**src/core/cfq_pkg.sv**
```systemverilog
package cfq_pkg;
  // register indices (byte address = index * 4 is not used: plain port, word index)
  localparam logic [3:0] REG_FIFO_CON     = 4'h0;
  localparam logic [3:0] REG_FIFO_STA     = 4'h1;
  localparam logic [3:0] REG_FIFO_UAH     = 4'h2;
  localparam logic [3:0] REG_FIFO_UAL     = 4'h3;
  localparam logic [3:0] REG_TEF_CONH     = 4'h4;
  localparam logic [3:0] REG_TEF_CONL     = 4'h5;
  localparam logic [3:0] REG_TEF_STA      = 4'h6;
  localparam logic [3:0] REG_TEF_UAH      = 4'h7;
  localparam logic [3:0] REG_TEF_UAL      = 4'h8;
  localparam logic [3:0] REG_MODE         = 4'h9;
  // message fifo control fields
  localparam int FC_RESET   = 10;
  localparam int FC_SEND    = 9;
  localparam int FC_ADV     = 8;
  localparam int FC_DIR     = 7;
  localparam int FC_SIZE_LO = 0;
  // message fifo status fields
  localparam int FS_IDX_LO  = 8;
  localparam int FS_ABT     = 7;
  localparam int FS_LARB    = 6;
  localparam int FS_ERR     = 5;
  localparam int FS_EF      = 2;
  localparam int FS_HALF    = 1;
  localparam int FS_SC      = 0;
  // event fifo fields
  localparam int TH_SIZE_LO = 8;
  localparam int TL_RESET   = 10;
  localparam int TL_ADV     = 8;
  localparam int TL_TS      = 5;
  localparam int TL_OVIE    = 3;
  localparam int TL_FIE     = 2;
  localparam int TL_HIE     = 1;
  localparam int TL_NEIE    = 0;
  localparam int TS_OV      = 3;
  localparam int TS_FULL    = 2;
  localparam int TS_HALF    = 1;
  localparam int TS_NE      = 0;
  // reset values, configuration mode code and element sizes
  localparam logic [2:0]  MODE_CONFIG   = 3'h4;
  localparam logic [2:0]  MODE_RST      = 3'h4;
  localparam logic [4:0]  SIZE_RST      = 5'h00;
  localparam logic [31:0] TEF_BASE_RST  = 32'h0000_0000;
  localparam logic [31:0] FIFO_BASE_RST = 32'h0000_0400;
  localparam logic [7:0]  ELEM_BYTES    = 8'h0c;
  localparam logic [7:0]  ELEM_TS_BYTES = 8'h10;
  localparam logic [7:0]  MSG_BYTES     = 8'h48;

  typedef struct packed {
    logic ov;
    logic full;
    logic half;
    logic ne;
  } cfq_tef_flags_s;

  typedef struct packed {
    logic done;
    logic abort;
    logic arb_lost;
    logic bus_err;
  } cfq_tx_result_s;
endpackage : cfq_pkg

```
**src/core/cfq_queue_status.sv**
```systemverilog
// The address map and strobed register access were chosen for this implementation.
`timescale 1ns/1ps
// How it works
// transmit fifo: empty/full flag set when nothing queued, clear while messages wait.
// receive fifo: same flag shows full, clear when space exists.
// transmit fifo: half flag set while occupancy at or below half depth.
// receive fifo: half flag set while occupancy at or above half depth.
// transmit fifo: lowest flag set while at least one slot is free.
// receive fifo: lowest flag set while at least one message is stored.
// message index is zero based, zero up to the depth code.
// arbitration-lost and bus-error bits change only on completion, abort or reset.
// aborted bit clears on status read, queue reset, send request or write.
// event fifo depth is five-bit code plus one, 1 to 32 entries.
// event depth and timestamp enable change only in configuration mode.
// event reset bit resets the fifo, then hardware clears the bit.
// event advance bit moves tail by exactly one element; zero does nothing.
// with timestamp enable each event element also stores a timestamp.
// four event interrupt enables: overflow, full, half, not empty.
// event overflow flag set on overflow, held until cleared.
// event full, half and not-empty flags follow occupancy, read only.
// transmit fifo user address returns the head address.
// receive fifo user address returns the tail address.
// software reads user address only outside configuration mode.
// direction bit one means transmit, zero means receive.
// send request clears when all sent; software clear requests abort.
// each fifo raises one request from any enabled set flag.
// event reset returns head and tail to the first element, empty.
module cfq_queue_status #(
  parameter int DEPTH_BITS = 5
) (
  // clock and reset
  input  wire logic                    mclk_in,
  input  wire logic                    rst_n_in,
  // register port
  input  wire logic [3:0]              reg_addr_in,
  input  wire logic [15:0]             reg_wdata_in,
  input  wire logic                    reg_wr_in,
  input  wire logic                    reg_rd_in,
  output logic      [15:0]             reg_rdata_out,
  // protocol engine events, message fifo
  input  wire logic                    msg_put_in,
  input  wire logic                    msg_take_in,
  input  wire cfq_pkg::cfq_tx_result_s tx_result_in,
  // protocol engine events, event fifo
  input  wire logic                    tef_put_in,
  output logic                         tef_store_ts_out,
  // interrupt requests
  output logic                         fifo_irq_out,
  output logic                         tef_irq_out,
  // control seen by the engine
  output logic                         send_request_out,
  output logic                         abort_request_out
);

  // pointers and depth codes are five bits wide throughout
  if (DEPTH_BITS != 5) begin : g_bad_depth
    $error("cfq_queue_status: DEPTH_BITS must be 5");
  end

  localparam int CW = DEPTH_BITS + 1;

  // message fifo state
  logic [15:0]           fcon_ff;
  logic [DEPTH_BITS-1:0] f_head_ff;
  logic [DEPTH_BITS-1:0] f_tail_ff;
  logic [CW-1:0]         f_cnt_ff;
  logic                  abt_ff;
  logic                  larb_ff;
  logic                  berr_ff;
  // event fifo state
  logic [4:0]            tef_size_ff;
  logic [5:0]            tef_ctl_ff;
  logic                  tef_rst_ff;
  logic [DEPTH_BITS-1:0] t_head_ff;
  logic [DEPTH_BITS-1:0] t_tail_ff;
  logic [CW-1:0]         t_cnt_ff;
  logic                  tef_ov_ff;
  logic [2:0]            mode_ff;
  logic [15:0]           nxt_rdata;

  function automatic logic [CW-1:0] depth_of(input logic [4:0] code);
    depth_of = CW'(code) + CW'(1);
  endfunction : depth_of

  function automatic logic [DEPTH_BITS-1:0] wrap_inc(input logic [DEPTH_BITS-1:0] p, input logic [4:0] code);
    wrap_inc = (p == code) ? '0 : p + 1'b1;
  endfunction : wrap_inc

  // one register strobe decoded against one word index
  function automatic logic hit(input logic strobe, input logic [3:0] addr, input logic [3:0] idx);
    hit = strobe && (addr == idx);
  endfunction : hit

  logic          cfg_mode;
  logic          is_tx;
  logic [4:0]    f_size;
  logic [CW-1:0] f_depth;
  logic [CW-1:0] t_depth;
  logic          f_full;
  logic          f_empty;
  logic          wr_fcon;
  logic          f_reset;
  logic          f_adv;
  logic          t_adv;
  logic          t_overflow;
  logic          wr_mode;
  logic          wr_tconh;
  logic          wr_tconl;
  logic          wr_tsta;
  logic          rd_fsta;
  logic          f_inc;
  logic          f_dec;
  logic          t_inc;
  logic          t_full;
  logic          t_empty;
  cfq_pkg::cfq_tef_flags_s tflags;

  assign cfg_mode = (mode_ff == cfq_pkg::MODE_CONFIG);
  assign is_tx    = fcon_ff[cfq_pkg::FC_DIR];
  assign f_size   = fcon_ff[cfq_pkg::FC_SIZE_LO +: 5];
  assign f_depth  = depth_of(f_size);
  assign t_depth  = depth_of(tef_size_ff);
  assign f_full   = (f_cnt_ff == f_depth);
  assign f_empty  = (f_cnt_ff == '0);
  assign wr_fcon  = hit(reg_wr_in, reg_addr_in, cfq_pkg::REG_FIFO_CON);
  assign wr_mode  = hit(reg_wr_in, reg_addr_in, cfq_pkg::REG_MODE);
  assign wr_tconh = hit(reg_wr_in, reg_addr_in, cfq_pkg::REG_TEF_CONH);
  assign wr_tconl = hit(reg_wr_in, reg_addr_in, cfq_pkg::REG_TEF_CONL);
  assign wr_tsta  = hit(reg_wr_in, reg_addr_in, cfq_pkg::REG_TEF_STA);
  assign rd_fsta  = hit(reg_rd_in, reg_addr_in, cfq_pkg::REG_FIFO_STA);
  assign f_reset  = wr_fcon && reg_wdata_in[cfq_pkg::FC_RESET];
  assign f_adv    = wr_fcon && reg_wdata_in[cfq_pkg::FC_ADV];
  // transmit: software fills the head, the engine drains the tail; receive the other way round
  assign f_inc    = is_tx ? (f_adv && !f_full) : (msg_put_in && !f_full);
  assign f_dec    = is_tx ? (msg_take_in && !f_empty) : (f_adv && !f_empty);
  assign t_full   = (t_cnt_ff == t_depth);
  assign t_empty  = (t_cnt_ff == '0);
  assign t_inc    = tef_put_in && !t_full;
  assign t_adv    = wr_tconl && reg_wdata_in[cfq_pkg::TL_ADV] && !t_empty;
  assign t_overflow = tef_put_in && t_full;

  // operating mode
  always_ff @(posedge mclk_in) begin
    if (!rst_n_in) begin
      mode_ff <= cfq_pkg::MODE_RST;
    end else if (wr_mode) begin
      mode_ff <= reg_wdata_in[2:0];
    end
  end

  // message fifo control; send request auto-clears when drained
  always_ff @(posedge mclk_in) begin
    if (!rst_n_in) begin
      fcon_ff <= '0;
    end else if (wr_fcon) begin
      fcon_ff <= {6'h00, reg_wdata_in[cfq_pkg::FC_SEND] & reg_wdata_in[cfq_pkg::FC_DIR], 1'b0, reg_wdata_in[7:0]};
    end else if (is_tx && fcon_ff[cfq_pkg::FC_SEND] && tx_result_in.done
                 && f_cnt_ff == CW'(1) && msg_take_in) begin
      fcon_ff[cfq_pkg::FC_SEND] <= 1'b0;
    end
  end

  assign send_request_out  = fcon_ff[cfq_pkg::FC_SEND];
  assign abort_request_out = wr_fcon && is_tx && fcon_ff[cfq_pkg::FC_SEND]
                             && !reg_wdata_in[cfq_pkg::FC_SEND];

  // message fifo pointers and occupancy; a reset clears everything
  always_ff @(posedge mclk_in) begin
    if (!rst_n_in || f_reset) begin
      f_head_ff <= '0;
      f_tail_ff <= '0;
      f_cnt_ff  <= '0;
    end else begin
      if (f_inc) f_head_ff <= wrap_inc(f_head_ff, f_size);
      if (f_dec) f_tail_ff <= wrap_inc(f_tail_ff, f_size);
      if (f_inc && !f_dec) f_cnt_ff <= f_cnt_ff + 1'b1;
      else if (f_dec && !f_inc) f_cnt_ff <= f_cnt_ff - 1'b1;
    end
  end

  // transmit outcome bits
  always_ff @(posedge mclk_in) begin
    if (!rst_n_in || f_reset) begin
      larb_ff <= 1'b0;
      berr_ff <= 1'b0;
    end else if (tx_result_in.done || tx_result_in.abort) begin
      larb_ff <= tx_result_in.arb_lost;
      berr_ff <= tx_result_in.bus_err;
    end
  end

  always_ff @(posedge mclk_in) begin
    if (!rst_n_in) begin
      abt_ff <= 1'b0;
    end else if (tx_result_in.abort) begin
      abt_ff <= 1'b1;
    end else if (f_reset || wr_fcon || rd_fsta) begin
      abt_ff <= 1'b0;
    end
  end

  // event fifo configuration; depth and timestamp enable only in configuration mode, interrupt enables in any mode
  always_ff @(posedge mclk_in) begin
    if (!rst_n_in) begin
      tef_size_ff <= cfq_pkg::SIZE_RST;
    end else if (wr_tconh && cfg_mode) begin
      tef_size_ff <= reg_wdata_in[cfq_pkg::TH_SIZE_LO +: 5];
    end
  end

  always_ff @(posedge mclk_in) begin
    if (!rst_n_in) begin
      tef_ctl_ff <= '0;
    end else if (wr_tconl) begin
      tef_ctl_ff[3:0] <= reg_wdata_in[3:0];
      if (cfg_mode) tef_ctl_ff[cfq_pkg::TL_TS] <= reg_wdata_in[cfq_pkg::TL_TS];
    end
  end

  // reset bit: set by write, cleared by hardware one cycle later, on the same edge that resets the fifo
  always_ff @(posedge mclk_in) begin
    if (!rst_n_in) begin
      tef_rst_ff <= 1'b0;
    end else if (tef_rst_ff) begin
      tef_rst_ff <= 1'b0;
    end else if (wr_tconl && reg_wdata_in[cfq_pkg::TL_RESET]) begin
      tef_rst_ff <= 1'b1;
    end
  end

  // event fifo pointers; an overflowing put is dropped
  always_ff @(posedge mclk_in) begin
    if (!rst_n_in || tef_rst_ff) begin
      t_head_ff <= '0;
      t_tail_ff <= '0;
      t_cnt_ff  <= '0;
    end else begin
      if (t_inc) t_head_ff <= wrap_inc(t_head_ff, tef_size_ff);
      if (t_adv) t_tail_ff <= wrap_inc(t_tail_ff, tef_size_ff);
      if (t_inc && !t_adv) t_cnt_ff <= t_cnt_ff + 1'b1;
      else if (t_adv && !t_inc) t_cnt_ff <= t_cnt_ff - 1'b1;
    end
  end

  // overflow flag: set wins over software clear
  always_ff @(posedge mclk_in) begin
    if (!rst_n_in || tef_rst_ff) begin
      tef_ov_ff <= 1'b0;
    end else if (t_overflow) begin
      tef_ov_ff <= 1'b1;
    end else if (wr_tsta && !reg_wdata_in[cfq_pkg::TS_OV]) begin
      tef_ov_ff <= 1'b0;
    end
  end

  assign tef_store_ts_out = tef_put_in && tef_ctl_ff[cfq_pkg::TL_TS];

  always_comb begin
    tflags.ov   = tef_ov_ff;
    tflags.full = t_full;
    tflags.half = ({t_cnt_ff, 1'b0} >= {1'b0, t_depth});
    tflags.ne   = !t_empty;
  end

  // message fifo level flags, meaning set by direction
  logic [2:0] fflags;
  always_comb begin
    if (is_tx) begin
      fflags[2] = f_empty;
      fflags[1] = ({f_cnt_ff, 1'b0} <= {1'b0, f_depth});
      fflags[0] = !f_full;
    end else begin
      fflags[2] = f_full;
      fflags[1] = ({f_cnt_ff, 1'b0} >= {1'b0, f_depth});
      fflags[0] = !f_empty;
    end
  end

  assign fifo_irq_out = |(fflags & fcon_ff[2:0]);
  assign tef_irq_out  = |(tflags & tef_ctl_ff[3:0]);

  // user addresses: head for transmit, tail for receive
  logic [31:0] f_ua;
  logic [31:0] t_ua;
  logic [7:0]  t_elem;
  assign f_ua   = cfq_pkg::FIFO_BASE_RST
                  + 32'(is_tx ? f_head_ff : f_tail_ff) * 32'(cfq_pkg::MSG_BYTES);
  assign t_elem = tef_ctl_ff[cfq_pkg::TL_TS] ? cfq_pkg::ELEM_TS_BYTES : cfq_pkg::ELEM_BYTES;
  assign t_ua   = cfq_pkg::TEF_BASE_RST + 32'(t_tail_ff) * 32'(t_elem);

  // read mux
  always_comb begin
    nxt_rdata = '0;
    unique case (reg_addr_in)
      cfq_pkg::REG_FIFO_CON: nxt_rdata = fcon_ff;
      cfq_pkg::REG_FIFO_STA: begin
        nxt_rdata[cfq_pkg::FS_IDX_LO +: 5] = 5'(is_tx ? f_tail_ff : f_head_ff);
        nxt_rdata[cfq_pkg::FS_ABT]  = abt_ff;
        nxt_rdata[cfq_pkg::FS_LARB] = larb_ff;
        nxt_rdata[cfq_pkg::FS_ERR]  = berr_ff;
        nxt_rdata[2:0]              = fflags;
      end
      cfq_pkg::REG_FIFO_UAH: nxt_rdata = f_ua[31:16];
      cfq_pkg::REG_FIFO_UAL: nxt_rdata = f_ua[15:0];
      cfq_pkg::REG_TEF_CONH: nxt_rdata[cfq_pkg::TH_SIZE_LO +: 5] = tef_size_ff;
      cfq_pkg::REG_TEF_CONL: begin
        nxt_rdata[5:0] = tef_ctl_ff;
        nxt_rdata[cfq_pkg::TL_RESET] = tef_rst_ff;
      end
      cfq_pkg::REG_TEF_STA:  nxt_rdata[3:0] = tflags;
      cfq_pkg::REG_TEF_UAH:  nxt_rdata = t_ua[31:16];
      cfq_pkg::REG_TEF_UAL:  nxt_rdata = t_ua[15:0];
      cfq_pkg::REG_MODE:     nxt_rdata[2:0] = mode_ff;
      default:               nxt_rdata = '0;
    endcase
  end

  always_ff @(posedge mclk_in) begin
    if (!rst_n_in) begin
      reg_rdata_out <= '0;
    end else if (reg_rd_in) begin
      reg_rdata_out <= nxt_rdata;
    end else begin
      reg_rdata_out <= '0;
    end
  end

endmodule : cfq_queue_status

```
**config.mk**
```make
export PLATFORM = sky130hd
export DESIGN_NAME = cfq_queue_status
export DESIGN_NICKNAME = d
export VERILOG_FILES = /design/src/core/cfq_pkg.sv /design/src/core/cfq_queue_status.sv
export SDC_FILE = /design/constraint.sdc
export NUM_CORES = 1
export LEC_CHECK = 0
export BUFFER_PORTS_ARGS = -buffer_cell sky130_fd_sc_hd__buf_2
export CORE_ASPECT_RATIO = 1.1
export CORE_MARGIN = 1.5
export CORE_UTILIZATION = 25
export CTS_CLUSTER_SIZE = 28
export DETAILED_ROUTE_END_ITERATION = 8
export PLACE_DENSITY = 0.47
export SLEW_MARGIN = 25
export SYNTH_ARGS = -nofsm -noshare
export SYNTH_HDL_FRONTEND = slang
export SYNTH_SLANG_ARGS = --single-unit
```
**constraint.sdc**
```tcl
create_clock -name mclk_in -period 8.84 [get_ports mclk_in]
set_input_delay 0.884 -clock mclk_in [delete_from_list [all_inputs] [get_ports mclk_in]]
set_output_delay 0.884 -clock mclk_in [all_outputs]
set_load 0.1 [all_outputs]
```
==> metrics.txt <==
hold_ws 0.472 ns; min-delay worst type reg2reg; Slew @ Worst Pin 1.03 ns; count of final setup violators 0; final core occ 29.1%; Area Overhead vs Synth 14.6%; RSZ-0062 raised after global routing no; # fillers 2,036; number of global-route vias before repair 4,134; Die Width 136 µm; DP Cell Count 834; Detail Route Antenna Nets 0; Root Driver clkbuf_16; RePlAce Congestion 0.860; Mapped Area 4840 µm²; Data required, critical path 7.96 ns; Remaining Overflow, GRT 0; Setup Skew 0.00370 ns; min setup slack post-route 4.58 ns; diode count 0; synthesis-stage register bit count 67; Post-synth ARST share 0%; Nets 676; Mean Syn Cell Area 8.40 µm²; most frequent CP cell ha_1; relative slew slack 30.9%; I/O pin cnt 52; fin crit share 48.2%; Setup Total Neg Slack 0 ns; min Tclk post-route 4.26 ns; post-CTS sizing 0; CP arrival 3.37 ns; setup slack, reg-to-reg 5.22 ns; CTS tree built; Final Max Slew Viols 0; largest net degree at the start of global routing 30; r2r startpoint tef_size_ff[0]; die height 149 µm; CP endpoint kind output port; Skew-Pair Late Insertion Delay 0.34 ns; final instance area 5540 µm²; critical path's slowest cell dfxtp_1; status finished, final reports clean; PD cells 199 nW/µm²; DIE AREA 20,200 µm²; YS warnings 0; Non-Filler Instances 850; H-tree depth 3; pre-CTS setup slack 4.94 ns; clk buf depth 2; crit path max fanout 11; initial antenna violation count 1; startpoint types flop; min-delay src berr_ff; IO buf count 45; clk slew on worst S/H paths 0.06 ns; starting density of the core 25.4%; number of CTS-inserted buffers 9; layout cells sized above 1 13.6%; vias 4,123; Leak 2.28 nW; overall global routing resource usage 13.9%; CP Cell Sequence ha_1 -> nand3_1 -> xor2_1 -> ha_1 -> a21oi_1 -> o221ai_1 -> xnor2_1 -> o21ai_0 -> nand2_1 -> o211ai_1 -> buf_2; number of flops mapped to enable cells by yosys 0; row cnt 53; dpl hpwl 10.6 mm; DRT iter0 DRCs 196; final-report hold violation count 0; Power, Total 1.10 mW; DRC 0; Max Fclk 235 MHz; worst r2r path cells 14; Synth Flop Type dfxtp_1; Cells after Synth 576; Seq/Total Area, Yosys 27.7%; worst hold path depth 2; max incr delay on CP 0.64 ns; first-pass GRT wire length 21.6 mm; WHS Endpoint berr_ff; DRT Pass-1 Iters 5; routed len/inst 15.9 µm; peak supply drop 0.0953 mV; DP Area 5210 µm²; vias per std cell 4.85; core area 19,000 µm²; RR Endpoint t_cnt_ff[5]; Crit Path Category reg2out; # hold bufs at CTS 0; Synth cell types 60; total setup buffers inserted after CTS 0; Sink Count 67; WL final 13.5 mm; max cap viols 0
## metal layers
| layer | GRT usage (%) | part of all wire [%] | wire (µm) |
|---|---|---|---|
| met5 | 0 | 0.089 | 12 |
| met4 | 4.73 | 1.9 | 250 |
| met3 | 3.23 | 3.6 | 489 |
| met2 | 24.2 | 50 | 6700 |
| met1 | 16.8 | 45 | 6050 |
## Yosys cell counts, drive strengths merged (12+ instances only)
| library cell | count | area share, % |
|---|---|---|
| a21boi | 12 | 1.9 |
| a21oi | 29 | 3.5 |
| a22oi | 15 | 2.3 |
| buf | 13 | 1.7 |
| clkbuf | 24 | 1.9 |
| dfxtp | 67 | 28 |
| ha | 43 | 11 |
| inv | 21 | 1.6 |
| mux2i | 17 | 3.5 |
| nand2 | 56 | 4.3 |
| nand3 | 19 | 2.0 |
| nor2 | 46 | 3.7 |
| nor2b | 22 | 2.8 |
| nor3 | 16 | 1.8 |
| o21ai | 13 | 1.3 |
| xnor2 | 28 | 5.1 |
| xor2 | 29 | 5.3 |
## area by class of cell
| type | count | area [µm²] | area share [%] |
|---|---|---|---|
| repair buffers | 45 | 225 | 4.06 |
| multi-input cells | 454 | 3260 | 58.9 |
| flip-flops and latches | 67 | 1340 | 24.2 |
| clock buffers | 10 | 239 | 4.31 |
| inverters | 21 | 78.8 | 1.42 |
| well taps | 247 | 309 | 5.57 |
| clock inverters | 6 | 87.6 | 1.58 |
## worst max path at each step
stage                   endpoint  slack [ns]      startpoint  cells after the start
2_1_floorplan  abort_request_out        4.17  reg_addr_in[3]                      4
3_3_place_gp        fifo_irq_out        4.97      fcon_ff[0]                     11
3_5_place_dp         f_cnt_ff[5]        4.94  reg_addr_in[1]                     11
4_1_cts             fifo_irq_out        4.58      fcon_ff[0]                     11
5_1_grt             fifo_irq_out        4.33      fcon_ff[0]                     11
6_report            fifo_irq_out        4.58      fcon_ff[0]                     11
## state kept, by name, summed over array words and instances, names as in the netlist
name and count:
reg_rdata_out 13, fcon_ff 9, f_cnt_ff 6, t_cnt_ff 6
f_head_ff 5, f_tail_ff 5, t_tail_ff 5, tef_ctl_ff 5
tef_size_ff 5, mode_ff 3, abt_ff 1, berr_ff 1
larb_ff 1, tef_ov_ff 1, tef_rst_ff 1
## worst max-delay path, delay by kind of cell, from the launching register on
kind / cells / cell delay (ns)
fa+ha+maj: 2 / 0.69
flops: 1 / 0.64
compound gates: 4 / 0.63
buf+inv: 1 / 0.49
xor+xnor: 2 / 0.33
simple gates: 2 / 0.24
## power by group
part           internal, mW  switching [mW]
Combinational         0.144           0.187
Clock                 0.255           0.141
Sequential            0.326          0.0505
## cells by family (layout without fill, tap and decap cells)
logic type      after synthesis  after routing  synth area share (%)
xor+xnor                     57             57                  10.3
fa+ha+maj                    47             47                  12.8
simple gates                215            215                  22.9
other cells                   1              4                0.0775
mux                          22             22                  4.68
buf+inv                      58             82                  5.15
flops                        67             67                  27.7
compound gates              109            109                  16.4
## placed cells by master (no fill, tap or decap), types with 3 or more instances in the layout
master     count
a32o_1         4
xnor2_1       28
or2_2          3
a21oi_1       27
inv_1         20
buf_2         45
fa_1           4
a31oi_1        5
and3_1         7
a21o_1         7
a22oi_1       15
xor2_1        29
dfxtp_1       67
nor2b_1       22
nor4_1         6
o21ai_0       13
a211oi_1       3
or3_1          3
mux2_2         5
a21boi_0      12
nand2_1       56
nand3b_1       5
nand2b_1       6
nor2_1        45
a221oi_1       5
clkbuf_16      9
nor3_1        14
and2_1         7
mux2i_1       17
ha_1          43
nand3_1       19
conb_1         4
nand4_1        8
nand4b_1       3
Note: power is estimated with default switching activity, not from simulation.
